`src/inc/pmw_pkg.sv`:
```
// constants and types shared by the port mode and wake configuration block
package pmw_pkg;
    // width of every port and configuration register
    localparam int PMW_W = 4;
    // register select codes on the immediate-load port
    typedef enum logic [1:0] {
        PMW_SEL_WAKE_MASK = 2'h0, // change_wake_mask
        PMW_SEL_DRIVE_PULL = 2'h1, // port_drive_pull_cfg
        PMW_SEL_A_DIR = 2'h2, // port_a_dir_cfg
        PMW_SEL_B_DIR = 2'h3 // port_b_dir_cfg
    } pmw_sel_t;
    // values after reset
    localparam logic [3:0] PMW_WAKE_MASK_RST = 4'h0;
    localparam logic [3:0] PMW_DRIVE_PULL_RST = 4'h0;
    localparam logic [3:0] PMW_A_DIR_RST = 4'hf;
    localparam logic [3:0] PMW_B_DIR_RST = 4'hf;
    // field positions in port_drive_pull_cfg
    localparam int PMW_DP_A_OPEN_DRAIN = 0;
    localparam int PMW_DP_B_OPEN_DRAIN = 1;
    localparam int PMW_DP_C_PULLUP = 2;
    localparam int PMW_DP_D_PULLUP = 3;
endpackage

```
`src/design/pmw_port_cfg.sv`:
```
// port mode and wake configuration for the four 4-bit i/o ports
`timescale 1ns/1ps
module pmw_port_cfg
    import pmw_pkg::*;
#(
    parameter int WIDTH = PMW_W
) (
    input wire logic clk,
    input wire logic resetn,
    input wire logic clk_en,
    // immediate-load port from the instruction decoder
    input wire logic cfg_wr,
    input wire pmw_sel_t cfg_sel,
    input wire logic [WIDTH-1:0] cfg_data,
    // interrupt enable flag held by the interrupt controller
    input wire logic port_c_change_irq_enable,
    // core output latches for the driven ports
    input wire logic [WIDTH-1:0] port_a_out_data,
    input wire logic [WIDTH-1:0] port_b_out_data,
    // pins
    input wire logic [WIDTH-1:0] port_a_pin_in,
    input wire logic [WIDTH-1:0] port_b_pin_in,
    input wire logic [WIDTH-1:0] port_c_pin_in,
    output logic [WIDTH-1:0] port_a_pin_out,
    output logic [WIDTH-1:0] port_a_pin_oe_n,
    output logic [WIDTH-1:0] port_b_pin_out,
    output logic [WIDTH-1:0] port_b_pin_oe_n,
    output logic port_c_pullup_en,
    output logic port_d_pullup_en,
    // synchronised pin levels for the core to read
    output logic [WIDTH-1:0] port_a_in_data,
    output logic [WIDTH-1:0] port_b_in_data,
    output logic [WIDTH-1:0] port_c_in_data,
    // events
    output logic hold_release,
    output logic port_c_change_irq
);
    // configuration registers, write-only from software
    logic [WIDTH-1:0] change_wake_mask_reg;
    logic [WIDTH-1:0] change_wake_mask_next;
    logic [WIDTH-1:0] port_drive_pull_cfg_reg;
    logic [WIDTH-1:0] port_drive_pull_cfg_next;
    logic [WIDTH-1:0] port_a_dir_cfg_reg;
    logic [WIDTH-1:0] port_a_dir_cfg_next;
    logic [WIDTH-1:0] port_b_dir_cfg_reg;
    logic [WIDTH-1:0] port_b_dir_cfg_next;

    // pull-up outputs registered separately
    logic c_pullup_reg;
    logic c_pullup_next;
    logic d_pullup_reg;
    logic d_pullup_next;

    // synchronised pins and previous port_c sample
    logic [WIDTH-1:0] a_sync;
    logic [WIDTH-1:0] b_sync;
    logic [WIDTH-1:0] c_sync;
    logic [WIDTH-1:0] c_prev_reg;
    logic [WIDTH-1:0] c_prev_next;

    // fill marks, one per flop between the pin and the compare; a change is
    // trusted only once the synchroniser and the previous sample hold pin levels,
    // otherwise a pin that idles high would look like an edge right after reset
    logic [2:0] c_fill_reg;
    logic [2:0] c_fill_next;
    // compare-is-trusted flag, taken from the last fill mark
    logic c_primed;

    // event pulses
    logic hold_release_reg;
    logic hold_release_next;
    logic change_irq_reg;
    logic change_irq_next;

    // input data registers
    logic [WIDTH-1:0] a_in_reg;
    logic [WIDTH-1:0] b_in_reg;
    logic [WIDTH-1:0] c_in_reg;
    logic [WIDTH-1:0] a_in_next;
    logic [WIDTH-1:0] b_in_next;
    logic [WIDTH-1:0] c_in_next;

    // masked change vector
    logic [WIDTH-1:0] c_change;

    // the register fields are fixed at four bits
    initial begin
        if (WIDTH != PMW_W) $error("pmw_port_cfg: WIDTH must equal 4");
    end

    // pin synchronisers, two flops before any logic
    pmw_sync #(.WIDTH(WIDTH)) u_sync_a (
        .clk(clk),
        .resetn(resetn),
        .clk_en(clk_en),
        .async_in(port_a_pin_in),
        .sync_out(a_sync)
    );
    pmw_sync #(.WIDTH(WIDTH)) u_sync_b (
        .clk(clk),
        .resetn(resetn),
        .clk_en(clk_en),
        .async_in(port_b_pin_in),
        .sync_out(b_sync)
    );
    pmw_sync #(.WIDTH(WIDTH)) u_sync_c (
        .clk(clk),
        .resetn(resetn),
        .clk_en(clk_en),
        .async_in(port_c_pin_in),
        .sync_out(c_sync)
    );

    // configuration register writes
    always_comb begin
        change_wake_mask_next = change_wake_mask_reg;
        port_drive_pull_cfg_next = port_drive_pull_cfg_reg;
        port_a_dir_cfg_next = port_a_dir_cfg_reg;
        port_b_dir_cfg_next = port_b_dir_cfg_reg;
        // a write lands only on an enabled cycle with the strobe up
        if (clk_en && cfg_wr) begin
            case (cfg_sel)
                PMW_SEL_WAKE_MASK: begin
                    change_wake_mask_next = cfg_data;
                end
                PMW_SEL_DRIVE_PULL: begin
                    port_drive_pull_cfg_next = cfg_data;
                end
                PMW_SEL_A_DIR: begin
                    port_a_dir_cfg_next = cfg_data;
                end
                PMW_SEL_B_DIR: begin
                    port_b_dir_cfg_next = cfg_data;
                end
                default: begin
                    // all four codes are decoded; nothing changes here
                    change_wake_mask_next = change_wake_mask_reg;
                end
            endcase
        end
    end

    // configuration registers; direction resets to all inputs
    always_ff @(posedge clk or negedge resetn) begin
        if (!resetn) begin
            change_wake_mask_reg <= PMW_WAKE_MASK_RST;
            port_drive_pull_cfg_reg <= PMW_DRIVE_PULL_RST;
            port_a_dir_cfg_reg <= PMW_A_DIR_RST;
            port_b_dir_cfg_reg <= PMW_B_DIR_RST;
        end else begin
            // write-only: no read path, the core never sees these back
            change_wake_mask_reg <= change_wake_mask_next;
            port_drive_pull_cfg_reg <= port_drive_pull_cfg_next;
            port_a_dir_cfg_reg <= port_a_dir_cfg_next;
            port_b_dir_cfg_reg <= port_b_dir_cfg_next;
        end
    end

    // port_a and port_b pin drivers, output type from the drive/pull field
    pmw_pin_drive #(.WIDTH(WIDTH)) u_drive_a (
        .clk(clk),
        .resetn(resetn),
        .clk_en(clk_en),
        .dir_in_mode(port_a_dir_cfg_reg),
        .open_drain(port_drive_pull_cfg_reg[PMW_DP_A_OPEN_DRAIN]),
        .out_data(port_a_out_data),
        .pin_out(port_a_pin_out),
        .pin_oe_n(port_a_pin_oe_n)
    );
    pmw_pin_drive #(.WIDTH(WIDTH)) u_drive_b (
        .clk(clk),
        .resetn(resetn),
        .clk_en(clk_en),
        .dir_in_mode(port_b_dir_cfg_reg),
        .open_drain(port_drive_pull_cfg_reg[PMW_DP_B_OPEN_DRAIN]),
        .out_data(port_b_out_data),
        .pin_out(port_b_pin_out),
        .pin_oe_n(port_b_pin_oe_n)
    );

    // pull-up enables follow the drive/pull field
    always_comb begin
        c_pullup_next = c_pullup_reg;
        d_pullup_next = d_pullup_reg;
        // one flop after the register, so the pins come straight from flops
        if (clk_en) begin
            c_pullup_next = port_drive_pull_cfg_reg[PMW_DP_C_PULLUP];
            d_pullup_next = port_drive_pull_cfg_reg[PMW_DP_D_PULLUP];
        end
    end

    // pull-up registers, off after reset
    always_ff @(posedge clk or negedge resetn) begin
        if (!resetn) begin
            c_pullup_reg <= 1'b0;
            d_pullup_reg <= 1'b0;
        end else begin
            c_pullup_reg <= c_pullup_next;
            d_pullup_reg <= d_pullup_next;
        end
    end

    // change detection compares synced sample with the one before
    assign c_change = (c_sync ^ c_prev_reg) & change_wake_mask_reg;

    // compare is trusted only after three enabled edges since reset
    assign c_primed = c_fill_reg[2];

    // previous sample and fill marks
    always_comb begin
        c_prev_next = c_prev_reg;
        c_fill_next = c_fill_reg;
        if (clk_en) begin
            // previous sample tracks the synced level every enabled cycle
            c_prev_next = c_sync;
            // shift in a one per enabled edge, saturates at all ones
            c_fill_next = {c_fill_reg[1:0], 1'b1};
        end
    end

    // previous-sample registers, empty after reset
    always_ff @(posedge clk or negedge resetn) begin
        if (!resetn) begin
            c_prev_reg <= '0;
            c_fill_reg <= 3'h0;
        end else begin
            c_prev_reg <= c_prev_next;
            c_fill_reg <= c_fill_next;
        end
    end

    // event pulses: one per detected change, held while the enable is low
    always_comb begin
        hold_release_next = hold_release_reg;
        change_irq_next = change_irq_reg;
        if (clk_en) begin
            // unmasked pins never count; hold release needs no enable
            hold_release_next = c_primed && (|c_change);
            // the interrupt flag gates the request only, never the wake-up
            change_irq_next = c_primed && (|c_change)
                && port_c_change_irq_enable;
        end
    end

    // event registers, quiet after reset
    always_ff @(posedge clk or negedge resetn) begin
        if (!resetn) begin
            hold_release_reg <= 1'b0;
            change_irq_reg <= 1'b0;
        end else begin
            hold_release_reg <= hold_release_next;
            change_irq_reg <= change_irq_next;
        end
    end

    // input data capture for the core's port reads
    always_comb begin
        a_in_next = a_in_reg;
        b_in_next = b_in_reg;
        c_in_next = c_in_reg;
        if (clk_en) begin
            // one more flop after the synchroniser, so reads come from a register
            a_in_next = a_sync;
            b_in_next = b_sync;
            c_in_next = c_sync;
        end
    end

    // input data registers, zero until the first samples arrive
    always_ff @(posedge clk or negedge resetn) begin
        if (!resetn) begin
            a_in_reg <= '0;
            b_in_reg <= '0;
            c_in_reg <= '0;
        end else begin
            a_in_reg <= a_in_next;
            b_in_reg <= b_in_next;
            c_in_reg <= c_in_next;
        end
    end

    // outputs straight from flops
    assign port_c_pullup_en = c_pullup_reg;
    assign port_d_pullup_en = d_pullup_reg;
    assign port_a_in_data = a_in_reg;
    assign port_b_in_data = b_in_reg;
    assign port_c_in_data = c_in_reg;
    assign hold_release = hold_release_reg;
    assign port_c_change_irq = change_irq_reg;
endmodule

```
`src/design/pmw_sync.sv`:
```
// two-flop synchroniser for a group of pin inputs
`timescale 1ns/1ps
module pmw_sync #(
    parameter int WIDTH = 4
) (
    input wire logic clk,
    input wire logic resetn,
    input wire logic clk_en,
    input wire logic [WIDTH-1:0] async_in,
    output logic [WIDTH-1:0] sync_out
);
    // first stage, read only by the second stage
    logic [WIDTH-1:0] meta_reg;
    logic [WIDTH-1:0] meta_next;
    logic [WIDTH-1:0] sync_reg;
    logic [WIDTH-1:0] sync_next;

    initial begin
        if (WIDTH < 1) $error("pmw_sync: WIDTH must be at least 1");
    end

    // next values, frozen when the enable is low
    always_comb begin
        meta_next = meta_reg;
        sync_next = sync_reg;
        if (clk_en) begin
            meta_next = async_in;
            sync_next = meta_reg;
        end
    end

    // stage registers
    always_ff @(posedge clk or negedge resetn) begin
        if (!resetn) begin
            meta_reg <= '0;
            sync_reg <= '0;
        end else begin
            meta_reg <= meta_next;
            sync_reg <= sync_next;
        end
    end

    assign sync_out = sync_reg;
endmodule

```
`src/design/pmw_pin_drive.sv`:
```
// per-port pin driver: direction plus push-pull or open-drain output type
`timescale 1ns/1ps
module pmw_pin_drive #(
    parameter int WIDTH = 4
) (
    input wire logic clk,
    input wire logic resetn,
    input wire logic clk_en,
    input wire logic [WIDTH-1:0] dir_in_mode,
    input wire logic open_drain,
    input wire logic [WIDTH-1:0] out_data,
    output logic [WIDTH-1:0] pin_out,
    output logic [WIDTH-1:0] pin_oe_n
);
    logic [WIDTH-1:0] out_reg;
    logic [WIDTH-1:0] out_next;
    // enable is active low: 0 while the pin is driven
    logic [WIDTH-1:0] oe_n_reg;
    logic [WIDTH-1:0] oe_n_next;

    initial begin
        if (WIDTH < 1) $error("pmw_pin_drive: WIDTH must be at least 1");
    end

    // output level and enable per pin
    always_comb begin
        out_next = out_reg;
        oe_n_next = oe_n_reg;
        if (clk_en) begin
            for (int i = 0; i < WIDTH; i++) begin
                if (dir_in_mode[i]) begin
                    // input pin: released
                    out_next[i] = 1'b0;
                    oe_n_next[i] = 1'b1;
                end else if (open_drain) begin
                    // n-channel only: pull low for 0, float for 1
                    out_next[i] = 1'b0;
                    oe_n_next[i] = out_data[i];
                end else begin
                    // complementary drive both ways
                    out_next[i] = out_data[i];
                    oe_n_next[i] = 1'b0;
                end
            end
        end
    end

    // registered so the pins come straight from flops; all released at reset
    always_ff @(posedge clk or negedge resetn) begin
        if (!resetn) begin
            out_reg <= '0;
            oe_n_reg <= '1;
        end else begin
            out_reg <= out_next;
            oe_n_reg <= oe_n_next;
        end
    end

    assign pin_out = out_reg;
    assign pin_oe_n = oe_n_reg;
endmodule

```
`config.mk`:
```
export PLATFORM = sky130hd
export DESIGN_NAME = pmw_port_cfg
export DESIGN_NICKNAME = d
export VERILOG_FILES = /design/src/inc/pmw_pkg.sv /design/src/design/pmw_port_cfg.sv /design/src/design/pmw_sync.sv /design/src/design/pmw_pin_drive.sv
export SDC_FILE = /design/constraint.sdc
export NUM_CORES = 1
export LEC_CHECK = 0
export BUFFER_PORTS_ARGS = -buffer_cell sky130_fd_sc_hd__buf_2
export CORE_UTILIZATION = 55
export DETAILED_ROUTE_END_ITERATION = 10
export GPL_ROUTABILITY_DRIVEN = 0
export PLACE_DENSITY = 0.79
export RECOVER_POWER = 50
export SYNTH_ARGS = -nofsm -noshare
export SYNTH_HDL_FRONTEND = slang
export SYNTH_HIERARCHICAL = 1
export SYNTH_SLANG_ARGS = --single-unit
```
`constraint.sdc`:
```
create_clock -name clk -period 2.2 [get_ports clk]
set_clock_uncertainty 0.1 [all_clocks]
set_input_delay 0.11 -clock clk [delete_from_list [all_inputs] [get_ports clk]]
set_output_delay 0.11 -clock clk [all_outputs]
set_load 0.01 [all_outputs]
```
==> impl_results.md <==
* Hold Path Class: input pin to register
* Min Clock Period, post-route at 1460 ps
* Sw Ratio at 26.3%
* Wirelength per Cell at 15.0 µm
* Clock share of power at 30.8%
* RSZ-0062 raised after global routing: no
* Layout cells sized above 1 at 43.2%
* Met3 wire len at 239 µm
* Post-synth ARST share at 100%
* Max_cap viols at 0
* Worst-skew pair later-pin latency at 340 ps
* Sequential power share at 51.6%
* Worst-margin pin slew at 919 ps
* Final nets at 320
* Critical Path RT at 2330 ps
* Total Routing Usage GR at 20.1%
* Clk root buf: clkbuf_8
* Met2 wire length at 2530 µm
* I/O Buffers at 62
* PD cells at 921 nW/µm²
* Critical Path AT at 1580 ps
* Run status: completed
* Top sig layer: met4
* Initial antenna violation count at 0
* Total die area at 6090 µm²
* Drt pass-1 iters at 3
* Storage element area at 1900 µm²
* Synth cell types at 21
* Slew HR at 38.7%
* Iteration-0 DRC Markers at 80
* Final Hold Viols at 0
* Seq/Total Area, Yosys at 59.7%
* TNS Setup at 0 ps
* Largest net degree at the start of global routing at 76
* Core box area at 5540 µm²
* Final Max Slew Viols at 0
* Cell area after synthesis at 3180 µm²
* Switching power at 0.000935 W
* CTS Buffer Depth at 2
* Peak supply drop at 567 µV
* First-pass GRT wire length at 8970 µm
* CTS tree: yes
* Ys Warns at 6
* GR Overflow Total at 0
* Number of synthesized flops with an enable pin at 0
* Dpl hpwl at 3380 µm
* DR vias at 1813
* Vias/cell at 4.95
* DIE HEIGHT at 78.0 µm
* CTS sink cnt at 75
* # H-tree levels at 3
* Clock Pin Slew Worst Setup and Hold Paths at 70 ps
* Dpl ws at 757 ps
* Row cnt at 27
* Fmax at 687 MHz
* DRT met1 WL at 2620 µm
* Final setup fails at 0
* Int Pwr at 0.00262 W
* DR DRC count at 0
* CP startpoint kind: input pin
* Count of hold buffers inserted by post-cts repair at 26
* Final critical-path share of the clock period at 66.2%
* Number of diodes at 0
* Multi-input gate area at 1090 µm²
* Crit Path Class: input pin to register
* Initial Utilization at 57.4%
* Net count after synthesis at 229
* Antenna-violating nets left at 0
* Logic gate share of total power at 17.6%
* Post-Synthesis Cells at 198
* Commonest register cell after synthesis: dfrtp_1
* Synth Register Bits at 75
* Post-Route WL at 5490 µm
* TritonCTS buffer count at 9
* Fill count at 420
* Leakage power at 1.70 nW
* Layout area overhead at 21.5%
* Post-CTS sizing at 0
* Width of the die at 78.0 µm
* CP max FO at 33
* Avg Cell Area, Syn at 16.1 µm²
* Postcts setup bufs at 0
* Worst setup margin at 744 ps
* Vias in the first global route at 1837
* Crit end category: register
* Top Ports at 63
## power groups by stage
stage	sequential (W)	combinational, W	clock [W]
4_1_cts	0.00184	0.000707	0.00113
6_report	0.00183	0.000626	0.00110
3_5_place_dp	0.00186	0.000671	0
3_3_place_gp	0.00185	0.000650	0
5_1_grt	0.00187	0.000684	0.00120
2_1_floorplan	0.00187	0.000411	0
## worst max-delay path, stage by stage
cell      delay (ps)
clkbuf_2         590
nand2_1          240
nor2_2           120
nand2_1          160
mux2_1           360
## synth_stat cells (2+ instances only)
| cell | instances | area share (%) |
|---|---|---|
| xor2_1 | 4 | 1.1 |
| buf_2 | 2 | 0.31 |
| nor3b_2 | 8 | 3.1 |
| dfstp_2 | 16 | 13 |
| buf_6 | 7 | 2.5 |
| mux2_2 | 32 | 11 |
| nor2_1 | 8 | 0.94 |
| a21oi_1 | 16 | 2.5 |
| a22oi_1 | 2 | 0.47 |
| mux2_4 | 32 | 15 |
| nand2_2 | 2 | 0.39 |
| nor2b_1 | 2 | 0.39 |
| dfrtp_1 | 59 | 46 |
## final timing paths
| kind | startpoint | end | depth (start not counted) | slack [ps] |
|---|---|---|---|---|
| setup / recovery | clk_en | port_drive_pull_cfg_reg[2]$_DFFE_PN0P_ | 5 | 740 |
| hold / removal | cfg_sel[0] | change_wake_mask_reg[0]$_DFFE_PN0P_ | 3 | 110 |
| setup reg to reg | port_c_in_data[1]$_DFFE_PN0P_ | hold_release$_DFFE_PN0P_ | 4 | 850 |
| hold reg to reg | c_fill_reg[0]$_DFFE_PN0P_ | c_fill_reg[0]$_DFFE_PN0P_ | 1 | 380 |
| max in group asynchronous | resetn | hold_release$_DFFE_PN0P_ | 2 | 1060 |
| min in group asynchronous | resetn | u_drive_b/pin_out[2]$_DFFE_PN0P_ | 2 | 340 |
## per-layer routing
layer  up-vias  global-route usage (%)
met3         9                    6.86
met5         -                       0
met1       872                    26.1
met4         0                    10.6
li1        883                       -
met2        49                    30.0
## cell families (layout without fill, tap and decap cells)
family          Yosys count  in the layout  share of synthesized area, %
buf+inv                   9            105                          2.80
xor+xnor                  4              4                          1.10
simple gates             26             26                          6.38
mux                      64             64                          26.5
compound gates           20             20                          3.58
flops                    75             75                          59.7
## placed cells by master, fill, tap and decap left out
master and instances:
nor3b_2 8, mux2_4 7, a22oi_1 2, nor2_1 8, clkinvlp_4 1, a31o_2 1
bufinv_16 1, xor2_1 4, mux2_1 25, clkbuf_1 19, mux2_2 32, buf_2 41
clkbuf_2 1, nand2_1 3, nor2_2 1, buf_4 1, dfrtp_1 59, dfstp_2 16
nand4_1 1, or2_2 1, a41o_1 1, nand4b_1 1, nor2b_1 2, clkbuf_8 12
buf_12 1, nor3_4 1, clkinv_2 2, a21oi_1 16, dlygate4sd3_1 26
## final cells by class
cell class	count	area share, %
Clock buffer	12	4.28
Clock inverter	4	1.23
Multi-Input combinational cell	114	28.3
Sequential cell	75	49.1
Tap cell	72	2.33
Timing Repair Buffer	89	14.7
## metrics by stage
stage                     instances  power [W]  area (µm²)  hold WS [ps]  utilization (%)
after floorplan                 198    0.00228        3180          -286                -
after detailed placement        324    0.00253        3510           201             63.4
after global placement          324    0.00250        3510           204             63.4
after global routing            366    0.00375        3860           105             69.7
after CTS                       366    0.00367        3990          93.8             72.0
final                           366    0.00356        3860           106             69.7
No activity file was read; power rests on OpenSTA's default activity.
